`config.mk`:
```
export PLATFORM = sky130hd
export DESIGN_NAME = dcs_select
export DESIGN_NICKNAME = d
export VERILOG_FILES = /design/src/inc/dcs_pkg.sv /design/src/logic/dcs_select.sv
export VERILOG_INCLUDE_DIRS = /design/src /design/src/inc
export SDC_FILE = /design/constraint.sdc
export NUM_CORES = 2
export LEC_CHECK = 0
export ABC_AREA = 1
export BUFFER_PORTS_ARGS = -buffer_cell sky130_fd_sc_hd__buf_2
export CAP_MARGIN = 15
export CORE_UTILIZATION = 64
export CTS_BUF_LIST = sky130_fd_sc_hd__clkbuf_16
export DETAILED_ROUTE_END_ITERATION = 6
export PLACE_DENSITY = 0.81
export RECOVER_POWER = 100
export SKIP_LAST_GASP = 1
export SLEW_MARGIN = 10
export SYNTH_ARGS = -nofsm -noshare
export SYNTH_HDL_FRONTEND = slang
export SYNTH_SLANG_ARGS = --single-unit
```
`constraint.sdc`:
```
create_clock -name clk_in -period 116.9 [get_ports clk_in]
set_input_delay 23.38 -clock clk_in [delete_from_list [all_inputs] [get_ports clk_in]]
set_output_delay 23.38 -clock clk_in [all_outputs]
set_load 0.005 [all_outputs]
```
`src/inc/dcs_consts.svh`:
```
// constants for the drive command and source selection block
// assumes the 40 MHz clk_in of the drive controller
//
// Function
// RULE1 - control mode: 0 volts-per-hertz, 1 vector
// RULE2 - pattern 0..17 fixed, 18 flexible
// RULE3 - rotation 0 forward, 1 reverse
// RULE4 - refuse reverse while reverse protection set
// RULE5 - main/alternate run source; active one starts/stops
// RULE6 - keypad stop stays emergency stop on terminals
// RULE7 - function 10 on: main run source, off: alternate
// RULE8 - main/alternate frequency source, codes 0..4
// RULE9 - function 14 on: main frequency source, off: alternate
// RULE10 - frequency priority: jog, preset, then source
// RULE11 - zero limit stops; else clamp to lower limit
// RULE12 - first ramp times 0.1 to 3600.0 s
// RULE13 - ramp time scaled by target over rated frequency
// RULE14 - function 07 off: ramp set 1, on: set 2
// RULE15 - functions 5/6 jog at jog frequency, ramps
// RULE16 - jog 1.00..25.00 Hz, jog ramps 0.1..25.5 s
// RULE17 - terminal modes: two-wire variants and three-wire
// RULE18 - forward and reverse together mean stop
// RULE19 - three-wire mode overrides first three assignments
// RULE20 - six terminals, each function code 0..21
// RULE21 - sample every 4 ms, accept N equal samples
// RULE22 - source selects use debounced inputs only
`ifndef DCS_CONSTS_SVH
`define DCS_CONSTS_SVH

`define DCS_CLK_KHZ        40000
`define DCS_SCAN_MS        4
`define DCS_SCAN_CYCLES    (`DCS_SCAN_MS * `DCS_CLK_KHZ)
`define DCS_VF_MAX         5'h12
`define DCS_FUNC_MAX       5'h15
`define DCS_SRC_RUN_MAX    2'h2
`define DCS_SRC_FREQ_MAX   3'h4
`define DCS_EXT_MODE_MAX   2'h2
`define DCS_RAMP_MIN       16'h0001
`define DCS_RAMP_MAX       16'h8CA0
`define DCS_JOG_F_MIN      16'h0064
`define DCS_JOG_F_MAX      16'h09C4
`define DCS_JOG_T_MAX      16'h00FF
`define DCS_SCAN_N_MIN     8'h01
`define DCS_SCAN_N_MAX     8'hC8
`define DCS_FN_FWD         5'h00
`define DCS_FN_REV         5'h01
`define DCS_FN_PRESET0     5'h02
`define DCS_FN_PRESET1     5'h03
`define DCS_FN_PRESET2     5'h04
`define DCS_FN_JOG_FWD     5'h05
`define DCS_FN_JOG_REV     5'h06
`define DCS_FN_RAMP2       5'h07
`define DCS_FN_ESTOP       5'h08
`define DCS_FN_BASE_BLOCK  5'h09
`define DCS_FN_RUN_SEL     5'h0A
`define DCS_FN_FREQ_SEL    5'h0E
`define DCS_SRC_KEYPAD     2'h0
`define DCS_SRC_TERMINAL   2'h1
`define DCS_SRC_COMM       2'h2
`define DCS_MODE_FR        2'h0
`define DCS_MODE_RUN_DIR   2'h1
`define DCS_MODE_3WIRE     2'h2
`define DCS_RST_SCAN_N     8'h01

`endif

```
`src/inc/dcs_pkg.sv`:
```
// types of the drive command and source selection block
// assumes dcs_consts.svh supplies the numeric constants
package dcs_pkg;
	typedef logic [4:0]  dcs_code_t;
	typedef logic [15:0] dcs_val_t;

	// one validated parameter set
	typedef struct packed {
		logic                  ctrl_mode;
		logic [4:0]            vf_pattern;
		logic                  rotation;
		logic                  rev_protect;
		logic [1:0]            run_src_main;
		logic [1:0]            run_src_alt;
		logic [2:0]            freq_src_main;
		logic [2:0]            freq_src_alt;
		logic [1:0]            ext_mode;
		dcs_val_t              acc1;
		dcs_val_t              dec1;
		dcs_val_t              acc2;
		dcs_val_t              dec2;
		dcs_val_t              jog_freq;
		dcs_val_t              jog_acc;
		dcs_val_t              jog_dec;
		dcs_val_t              lower_limit;
		logic [7:0]            scan_n;
		dcs_code_t [5:0]       mfi_func;
	} dcs_cfg_s;

	// frequency references, 0.01 Hz units
	typedef struct packed {
		dcs_val_t keypad_updown;
		dcs_val_t keypad_pot;
		dcs_val_t analog;
		dcs_val_t ext_updown;
		dcs_val_t comm;
		dcs_val_t preset;
		dcs_val_t rated;
	} dcs_freq_s;

	typedef enum logic [1:0] {
		DCS_IDLE,
		DCS_ACTIVE,
		DCS_ESTOP
	} dcs_run_e;
endpackage : dcs_pkg

```
`src/logic/dcs_select.sv`:
```
// run source, frequency source, ramp set and terminal function selection
// assumes keypad and comm inputs are on clk_in, terminals are raw pins
`timescale 1ns/10ps
`include "dcs_consts.svh"

module dcs_select
	import dcs_pkg::*;
#(
	parameter int SCAN_CYCLES = `DCS_SCAN_CYCLES
) (
	input  wire logic        clk_in,
	input  wire logic        nrst_in,
	input  wire dcs_cfg_s    cfg_in,
	input  wire logic        cfg_load_in,
	input  wire logic [5:0]  terminal_in,
	input  wire logic        keypad_run_in,
	input  wire logic        keypad_stop_in,
	input  wire logic        keypad_rev_in,
	input  wire logic        comm_run_in,
	input  wire logic        comm_rev_in,
	input  wire dcs_freq_s   freq_in,
	output logic             cfg_reject_out,
	output dcs_cfg_s         cfg_out,
	output logic             vector_mode_out,
	output logic             vf_flex_out,
	output logic [5:0]       term_level_out,
	output logic [1:0]       run_src_out,
	output logic [2:0]       freq_src_out,
	output logic             run_out,
	output logic             reverse_out,
	output logic             estop_out,
	output logic             zero_speed_out,
	output logic             jog_out,
	output logic [2:0]       preset_idx_out,
	output logic [15:0]      freq_out,
	output logic [1:0]       ramp_set_out,
	output logic [31:0]      acc_time_out,
	output logic [31:0]      dec_time_out
);
	// ramp duration = setting * target / rated
	function automatic logic [31:0] ramp_scale(input dcs_val_t t, input dcs_val_t f,
		input dcs_val_t r);
		logic [31:0] prod;
		prod = {16'h0000, t} * {16'h0000, f};
		if (r == 16'h0000) begin
			ramp_scale = {16'h0000, t};
		end else begin
			ramp_scale = prod / {16'h0000, r};
		end
	endfunction : ramp_scale

	// frequency source code to reference
	function automatic dcs_val_t src_freq(input logic [2:0] s, input dcs_freq_s f);
		case (s)
			3'h0:    src_freq = f.keypad_updown;
			3'h1:    src_freq = f.keypad_pot;
			3'h2:    src_freq = f.analog;
			3'h3:    src_freq = f.ext_updown;
			default: src_freq = f.comm;
		endcase
	endfunction : src_freq

	dcs_cfg_s        cfg;
	logic [5:0]      sync1;
	logic [5:0]      sync2;
	logic [5:0]      sync3;
	logic [5:0]      deb;
	logic [7:0]      cnt [6];
	logic [17:0]     tick_cnt;
	logic            kp_latch;
	logic            tw_latch;
	dcs_run_e        state;
	dcs_run_e        next_state;

	// parameter set validation
	wire cfg_ok_vf   = cfg_in.vf_pattern <= `DCS_VF_MAX;                  // RULE2
	wire cfg_ok_rot  = !(cfg_in.rotation && cfg_in.rev_protect);         // RULE4
	wire cfg_ok_src  = cfg_in.run_src_main <= `DCS_SRC_RUN_MAX
		&& cfg_in.run_src_alt <= `DCS_SRC_RUN_MAX
		&& cfg_in.freq_src_main <= `DCS_SRC_FREQ_MAX
		&& cfg_in.freq_src_alt <= `DCS_SRC_FREQ_MAX;                     // RULE5 RULE8
	wire cfg_ok_mode = cfg_in.ext_mode <= `DCS_EXT_MODE_MAX;             // RULE17
	wire cfg_ok_ramp = cfg_in.acc1 >= `DCS_RAMP_MIN && cfg_in.acc1 <= `DCS_RAMP_MAX
		&& cfg_in.dec1 >= `DCS_RAMP_MIN && cfg_in.dec1 <= `DCS_RAMP_MAX; // RULE12
	wire cfg_ok_jog  = cfg_in.jog_freq >= `DCS_JOG_F_MIN
		&& cfg_in.jog_freq <= `DCS_JOG_F_MAX
		&& cfg_in.jog_acc >= `DCS_RAMP_MIN && cfg_in.jog_acc <= `DCS_JOG_T_MAX
		&& cfg_in.jog_dec >= `DCS_RAMP_MIN && cfg_in.jog_dec <= `DCS_JOG_T_MAX; // RULE16
	wire cfg_ok_scan = cfg_in.scan_n >= `DCS_SCAN_N_MIN && cfg_in.scan_n <= `DCS_SCAN_N_MAX;
	logic cfg_ok_fn;
	always_comb begin
		cfg_ok_fn = 1'b1;
		for (int i = 0; i < 6; i++) begin
			if (cfg_in.mfi_func[i] > `DCS_FUNC_MAX) begin
				cfg_ok_fn = 1'b0;                                    // RULE20
			end
		end
	end
	wire cfg_ok = cfg_ok_vf && cfg_ok_rot && cfg_ok_src && cfg_ok_mode && cfg_ok_ramp
		&& cfg_ok_jog && cfg_ok_scan && cfg_ok_fn;

	// load only a fully valid set, else keep the old one
	always_ff @(posedge clk_in or negedge nrst_in) begin
		if (!nrst_in) begin
			cfg <= '0;
			cfg.scan_n <= `DCS_RST_SCAN_N;
			cfg_reject_out <= 1'b0;
		end else begin
			cfg_reject_out <= cfg_load_in && !cfg_ok;                // RULE4
			if (cfg_load_in && cfg_ok) begin
				cfg <= cfg_in;
			end
		end
	end

	// three-flop synchroniser on the terminal pins
	always_ff @(posedge clk_in or negedge nrst_in) begin
		if (!nrst_in) begin
			sync1 <= 6'h00;
			sync2 <= 6'h00;
			sync3 <= 6'h00;
		end else begin
			sync1 <= terminal_in;
			sync2 <= sync1;
			sync3 <= sync2;
		end
	end

	// scan tick every 4 ms
	wire scan_tick = tick_cnt == 18'(SCAN_CYCLES - 1);
	always_ff @(posedge clk_in or negedge nrst_in) begin
		if (!nrst_in) begin
			tick_cnt <= 18'h0_0000;
		end else begin
			tick_cnt <= scan_tick ? 18'h0_0000 : tick_cnt + 18'h0_0001;   // RULE21
		end
	end

	// per terminal: a level is taken after N equal scans, shorter runs dropped
	// one process owns all levels and counters, so each has a single driver
	wire [5:0] stable = sync2 ~^ sync3;
	always_ff @(posedge clk_in or negedge nrst_in) begin
		if (!nrst_in) begin
			deb <= 6'h00;
			for (int i = 0; i < 6; i++) begin
				cnt[i] <= 8'h00;
			end
		end else if (scan_tick) begin
			for (int i = 0; i < 6; i++) begin
				if (stable[i]) begin
					if (sync3[i] == deb[i]) begin
						cnt[i] <= 8'h00;                             // RULE21
					end else if (cnt[i] + 8'h01 >= cfg.scan_n) begin
						deb[i] <= sync3[i];                          // RULE21 RULE22
						cnt[i] <= 8'h00;
					end else begin
						cnt[i] <= cnt[i] + 8'h01;
					end
				end
			end
		end
	end

	// function decode on debounced levels; three-wire owns the first three
	logic [21:0] fn_on;
	logic [21:0] fn_used;
	always_comb begin
		fn_on = 22'h0;
		fn_used = 22'h0;
		for (int i = 0; i < 6; i++) begin
			if (!(cfg.ext_mode == `DCS_MODE_3WIRE && i < 3)) begin        // RULE19
				if (cfg.mfi_func[i] <= `DCS_FUNC_MAX) begin
					fn_used[cfg.mfi_func[i]] = 1'b1;                 // RULE20
					fn_on[cfg.mfi_func[i]] = fn_on[cfg.mfi_func[i]] | deb[i];
				end
			end
		end
	end

	// source selection by functions 10 and 14
	wire [1:0] run_src = (fn_used[`DCS_FN_RUN_SEL] && !fn_on[`DCS_FN_RUN_SEL])
		? cfg.run_src_alt : cfg.run_src_main;                          // RULE7 RULE22
	wire [2:0] freq_src = (fn_used[`DCS_FN_FREQ_SEL] && !fn_on[`DCS_FN_FREQ_SEL])
		? cfg.freq_src_alt : cfg.freq_src_main;                        // RULE9 RULE22
	wire on_terms = run_src == `DCS_SRC_TERMINAL;

	// terminal run command by operation mode
	wire fr_fwd  = fn_on[`DCS_FN_FWD];
	wire fr_rev  = fn_on[`DCS_FN_REV];
	wire both_fr = fr_fwd && fr_rev;                                   // RULE18
	logic ext_run;
	logic ext_rev;
	always_comb begin
		case (cfg.ext_mode)
			`DCS_MODE_FR: begin
				ext_run = (fr_fwd || fr_rev) && !both_fr;                // RULE17 RULE18
				ext_rev = fr_rev;
			end
			`DCS_MODE_RUN_DIR: begin
				ext_run = deb[0];                                        // RULE17
				ext_rev = deb[1];
			end
			default: begin
				ext_run = tw_latch;                                      // RULE17 RULE19
				ext_rev = deb[2];
			end
		endcase
	end

	// three-wire: run closes latch, opened stop contact releases it
	always_ff @(posedge clk_in or negedge nrst_in) begin
		if (!nrst_in) begin
			tw_latch <= 1'b0;
		end else if (cfg.ext_mode != `DCS_MODE_3WIRE || !deb[1]) begin
			tw_latch <= 1'b0;                                            // RULE19
		end else if (deb[0]) begin
			tw_latch <= 1'b1;
		end
	end

	// keypad run latch
	always_ff @(posedge clk_in or negedge nrst_in) begin
		if (!nrst_in) begin
			kp_latch <= 1'b0;
		end else if (keypad_stop_in) begin
			kp_latch <= 1'b0;
		end else if (keypad_run_in && run_src == `DCS_SRC_KEYPAD) begin
			kp_latch <= 1'b1;
		end
	end

	// active source drives run and direction; jog functions 5/6 also run and set direction from any source
	logic cmd_run;
	logic cmd_rev;
	always_comb begin
		case (run_src)
			`DCS_SRC_KEYPAD: begin
				cmd_run = kp_latch;                                      // RULE5
				cmd_rev = keypad_rev_in;
			end
			`DCS_SRC_TERMINAL: begin
				cmd_run = ext_run;                                       // RULE5
				cmd_rev = ext_rev;
			end
			default: begin
				cmd_run = comm_run_in;                                   // RULE5
				cmd_rev = comm_rev_in;
			end
		endcase
	end

	// jog and stop causes
	wire jog_f   = fn_on[`DCS_FN_JOG_FWD];
	wire jog_r   = fn_on[`DCS_FN_JOG_REV];
	wire jog     = jog_f ^ jog_r;                                      // RULE15 RULE18
	wire want    = cmd_run || jog;
	wire kill    = fn_on[`DCS_FN_ESTOP] || fn_on[`DCS_FN_BASE_BLOCK]
		|| (on_terms && keypad_stop_in);                               // RULE6

	// run state: emergency stop holds until the command and every stop cause are removed
	always_comb begin
		case (state)
			DCS_IDLE:   next_state = (want && !kill) ? DCS_ACTIVE : DCS_IDLE;
			DCS_ACTIVE: next_state = kill ? DCS_ESTOP : (want ? DCS_ACTIVE : DCS_IDLE);
			DCS_ESTOP:  next_state = (want || kill) ? DCS_ESTOP : DCS_IDLE; // RULE6
			default:    next_state = DCS_IDLE;
		endcase
	end

	// frequency priority and lower limit
	wire [2:0] preset_idx = {fn_on[`DCS_FN_PRESET2], fn_on[`DCS_FN_PRESET1],
		fn_on[`DCS_FN_PRESET0]};
	wire dcs_val_t sel_freq = jog ? cfg.jog_freq
		: (preset_idx != 3'h0) ? freq_in.preset
		: src_freq(freq_src, freq_in);                                 // RULE10 RULE8
	wire zero_stop = sel_freq == 16'h0000 && cfg.lower_limit == 16'h0000; // RULE11
	wire dcs_val_t lim_freq = (sel_freq <= cfg.lower_limit) ? cfg.lower_limit
		: sel_freq;                                                    // RULE11

	// ramp set: jog, then set 2 by function 07, else set 1
	wire [1:0] ramp_set = jog ? 2'h2 : (fn_on[`DCS_FN_RAMP2] ? 2'h1 : 2'h0); // RULE14 RULE15
	wire dcs_val_t acc_sel = jog ? cfg.jog_acc : (ramp_set == 2'h1 ? cfg.acc2 : cfg.acc1);
	wire dcs_val_t dec_sel = jog ? cfg.jog_dec : (ramp_set == 2'h1 ? cfg.dec2 : cfg.dec1);
	wire dir_rev = (jog ? jog_r : cmd_rev) ^ cfg.rotation;             // RULE3

	// registered outputs
	always_ff @(posedge clk_in or negedge nrst_in) begin
		if (!nrst_in) begin
			state <= DCS_IDLE;
			run_out <= 1'b0;
			reverse_out <= 1'b0;
			estop_out <= 1'b0;
			zero_speed_out <= 1'b0;
			jog_out <= 1'b0;
			preset_idx_out <= 3'h0;
			freq_out <= 16'h0000;
			ramp_set_out <= 2'h0;
			acc_time_out <= 32'h0000_0000;
			dec_time_out <= 32'h0000_0000;
			run_src_out <= 2'h0;
			freq_src_out <= 3'h0;
			term_level_out <= 6'h00;
			vector_mode_out <= 1'b0;
			vf_flex_out <= 1'b0;
			cfg_out <= '0;
		end else begin
			state <= next_state;
			run_out <= next_state == DCS_ACTIVE;                         // RULE5
			reverse_out <= dir_rev;
			estop_out <= next_state == DCS_ESTOP;
			zero_speed_out <= zero_stop;
			jog_out <= jog;
			preset_idx_out <= preset_idx;
			freq_out <= zero_stop ? 16'h0000 : lim_freq;                 // RULE11
			ramp_set_out <= ramp_set;
			acc_time_out <= ramp_scale(acc_sel, lim_freq, freq_in.rated); // RULE13
			dec_time_out <= ramp_scale(dec_sel, lim_freq, freq_in.rated); // RULE13
			run_src_out <= run_src;
			freq_src_out <= freq_src;
			term_level_out <= deb;
			vector_mode_out <= cfg.ctrl_mode;                            // RULE1
			vf_flex_out <= cfg.vf_pattern == `DCS_VF_MAX;                // RULE2
			cfg_out <= cfg;
		end
	end

	// checks
	rev_refuse_a: assert property (@(posedge clk_in) disable iff (!nrst_in)
		cfg_load_in && cfg_in.rotation && cfg_in.rev_protect |=> cfg_reject_out
		&& cfg == $past(cfg)) else $error("reverse not refused"); // RULE4
	both_stop_a: assert property (@(posedge clk_in) disable iff (!nrst_in)
		on_terms && cfg.ext_mode == `DCS_MODE_FR && both_fr && !jog |=> !run_out)
		else $error("fwd and rev together ran"); // RULE18
	jog_freq_a: assert property (@(posedge clk_in) disable iff (!nrst_in)
		jog && cfg.jog_freq > cfg.lower_limit |=> freq_out == $past(cfg.jog_freq)
		&& ramp_set_out == 2'h2) else $error("jog not prioritised"); // RULE10
	lower_lim_a: assert property (@(posedge clk_in) disable iff (!nrst_in)
		cfg.lower_limit != 16'h0000 |=> freq_out >= $past(cfg.lower_limit))
		else $error("below lower limit"); // RULE11
	ramp_two_a: assert property (@(posedge clk_in) disable iff (!nrst_in)
		!jog && fn_on[`DCS_FN_RAMP2] |=> ramp_set_out == 2'h1)
		else $error("ramp set 2 not chosen"); // RULE14
	run_sel_a: assert property (@(posedge clk_in) disable iff (!nrst_in)
		fn_used[`DCS_FN_RUN_SEL] && !fn_on[`DCS_FN_RUN_SEL]
		|=> run_src_out == $past(cfg.run_src_alt)) else $error("run source wrong"); // RULE7
	freq_sel_a: assert property (@(posedge clk_in) disable iff (!nrst_in)
		fn_used[`DCS_FN_FREQ_SEL] && fn_on[`DCS_FN_FREQ_SEL]
		|=> freq_src_out == $past(cfg.freq_src_main)) else $error("freq source wrong"); // RULE9
	deb_hold_a: assert property (@(posedge clk_in) disable iff (!nrst_in)
		!scan_tick |=> deb == $past(deb)) else $error("level taken off tick"); // RULE21
	estop_key_a: assert property (@(posedge clk_in) disable iff (!nrst_in)
		run_out && on_terms && keypad_stop_in |=> !run_out ##1 !run_out)
		else $error("keypad stop ignored"); // RULE6
endmodule : dcs_select

```
==> results.json <==
{
  "outcome": "finished, violations left",
  "violations": "DRC",
  "synth_edf_count": 0,
  "ctsHoldBuffers": 0,
  "r2r-start": "cfg[167]",
  "synth_top_flop_cell": "dfrtp_1",
  "crit_family": "compound AO/OA/AOI/OAI gates",
  "io_buffers": 601,
  "cpPeakStageDelay_ps": 560,
  "stdcell_area_mm2": 0.0990,
  "crit_fanout": 20,
  "hold_depth": 0,
  "cts_max_path_buffers": 3,
  "mappedNetlistArea_mm2": 0.0866,
  "synth_area_per_cell_um2": 7.05,
  "synth_top_cell_by_area": "dfrtp_1",
  "core.rowCount": 134,
  "rsz0062_at_grt": "yes",
  "fin_cells": 15082,
  "path_class": "in2reg",
  "ioPinCount": 602,
  "skew_ps": 113,
  "die_w_um": 370,
  "grt_pass1_vias": 86193,
  "first_pass_iters": 7,
  "die_h_um": 370,
  "track_usage_pct": 42.6,
  "drv_cap": 0,
  "reg2reg_depth": 694,
  "core_area_mm2": 0.134,
  "wl_per_cell_um": 20.2,
  "start_util_pct": 64.7,
  "die-area_mm2": 0.137,
  "period_minus_slack_ps": 111420,
  "via_per_inst": 5.96,
  "worst_path_max_delay_cell": "fa_1",
  "grt_pass1_wl_um": 464000,
  "dpl-instance-area_mm2": 0.0932,
  "syn_nets": 14054,
  "via_count": 89895,
  "crit_path_frequent_cell": "nand2_1",
  "synth_cells": 12289,
  "worst-path-buf-inv": 149,
  "hold_viol_final": 0,
  "worstPathRequired_ps": 117510,
  "grt_antenna_before_repair": 30,
  "synth_top_area_share_pct": 16.4,
  "routabilityCongestion": 1.04,
  "grt_max_degree": 183,
  "min-delay-start": "sync1[0]",
  "final-max-slew-violation-count": 0,
  "ys_seq_area_share_pct": 16.4,
  "drc": 10,
  "clk-insertion-delay-late_ps": 740,
  "dpl.hpwl_um": 237000,
  "synth_common_cells": "nand2_1 (2611), inv_1 (1871), ha_1 (1065)",
  "finalCritPeriodShare_pct": 95.3,
  "setup_tns_ps": 0,
  "synth_cell_types": 91,
  "drt_iter0_drc": 8018,
  "ys_ff_latch": 568,
  "worst-r2r-setup-slack_ps": 17680,
  "async_flop_share_pct": 100,
  "cp-start-kind": "input pin",
  "hold_class": "reg2reg",
  "critPathCaptureType": "flip-flop",
  "hold_end": "sync2[0]",
  "cts_tree": "done",
  "htreeDepth": 3,
  "cts_root_buffer": "clkbuf_16",
  "clkSinkCount": 568,
  "slew_headroom_pct": 8.97,
  "area_delta_synth_final_pct": 14.3,
  "r2r-end": "dec_time_out[0]",
  "ys_warn_count": 0,
  "dp_cells": 14726,
  "setup_violations": 0,
  "final_antenna_net_count": 0,
  "yosysMostFrequentCell": "nand2_1",
  "cts_made_buffers": 67,
  "drive_above_1_share_pct": 17.9,
  "fmax_mhz": 8.98,
  "finalNetCount": 15013,
  "worst_slew_pin_slew_ps": 1350,
  "synth_area_leaders": "dfrtp_1 (16%), ha_1 (15%), nand2_1 (11%)",
  "wirelength_um": 304000,
  "grt-ovfl-total": 0,
  "clkTransAtPathRegs_ps": 70,
  "arrival_ps": 112030
}
==> cell type report <==
type	instances	area, um2
Clock inverter	53	494
Timing Repair inverter	13	68.8
Antenna cell	15	37.5
Timing Repair Buffer	1134	7170
Multi-Input combinational cell	9446	65300
Clock buffer	67	1680
Fill cell	10420	34800
Sequential cell	568	14200
Inverter	2018	7780
Tap cell	1768	2210
==> registers in the layout, indices dropped and copies added (netlist names), 2 cells and up <==
register / cells
preset_idx_out: 3
sync2: 6
state: 2
deb: 6
acc_time_out: 32
sync3: 6
tick_cnt: 18
run_src_out: 2
dec_time_out: 32
term_level_out: 6
cfg: 186
cnt: 48
freq_src_out: 3
freq_out: 16
sync1: 6
cfg_out: 185
==> placed cells by master, fill, tap and decap left out, drive strengths merged, types with 112 or more instances in the layout <==
master	count
mux2	112
nor2	1083
nand4	177
ha	1065
a21oi	737
nand2	2769
nand3	637
xor2	459
xnor2	227
o21ai	1002
buf	1133
dfrtp	567
inv	1968
fa	388
==> timing repair <==
| action | in CTS | in global routing |
|---|---|---|
| setup endpoints to repair | 4 | 7 |
| setup buffers | 16 | 182 |
| gates cloned | 10 | 13 |
| gates resized for setup | 59 | 496 |
| pin swaps | 6 | 165 |
==> worst reg2reg max path, delay by kind of cell (launching register included) <==
kind,cells,cell delay (ps)
DFF,1,440
and+or+nand+nor,232,26200
buffers and inverters,155,14800
adders and majority gates,40,13320
AOI/OAI and AO/OA,267,44460
==> worst max path at each step <==
stage	end	cells past startpoint	from
6_report	dec_time_out[0]	650	freq_in[101]
5_1_grt	acc_time_out[0]	677	freq_in[107]
4_1_cts	acc_time_out[0]	677	freq_in[64]
3_5_place_dp	acc_time_out[0]	660	freq_in[77]
3_3_place_gp	dec_time_out[0]	644	freq_in[61]
2_1_floorplan	dec_time_out[0]	682	freq_in[73]
==> metrics by stage <==
| step | setup WS [ps] | hold WS, ps | util, % |
|---|---|---|---|
| 2_1_floorplan | 26.3 | 331 | - |
| 3_3_place_gp | 215 | 335 | 69.6 |
| 3_5_place_dp | -4690 | 336 | 69.6 |
| 4_1_cts | -13.6 | 349 | 71.6 |
| 5_1_grt | -1540 | 351 | 74.0 |
| 6_report | 5480 | 345 | 74.0 |
==> routing by layer <==
| metal | vias to the layer above | share of wire, % | GRT usage (%) |
|---|---|---|---|
| met2 | 4510 | 44 | 67.7 |
| li1 | 41902 | - | - |
| met1 | 42364 | 39 | 53.8 |
| met5 | - | 0.045 | 0 |
| met4 | 20 | 6.1 | 22.0 |
| met3 | 1099 | 10 | 10.3 |
==> cell families after synthesis <==
kind of cell / count (synthesis) / synth area share, %
mux: 117 / 1.51
flops: 568 / 16.4
buf+inv: 2282 / 10.3
fa+ha+maj: 1453 / 24.4
compound gates: 2229 / 14.7
xor+xnor: 686 / 6.94
simple gates: 4954 / 25.8
Power is not shown: default switching activity piles up to over one toggle a cycle in this logic, so the estimate is an artifact.
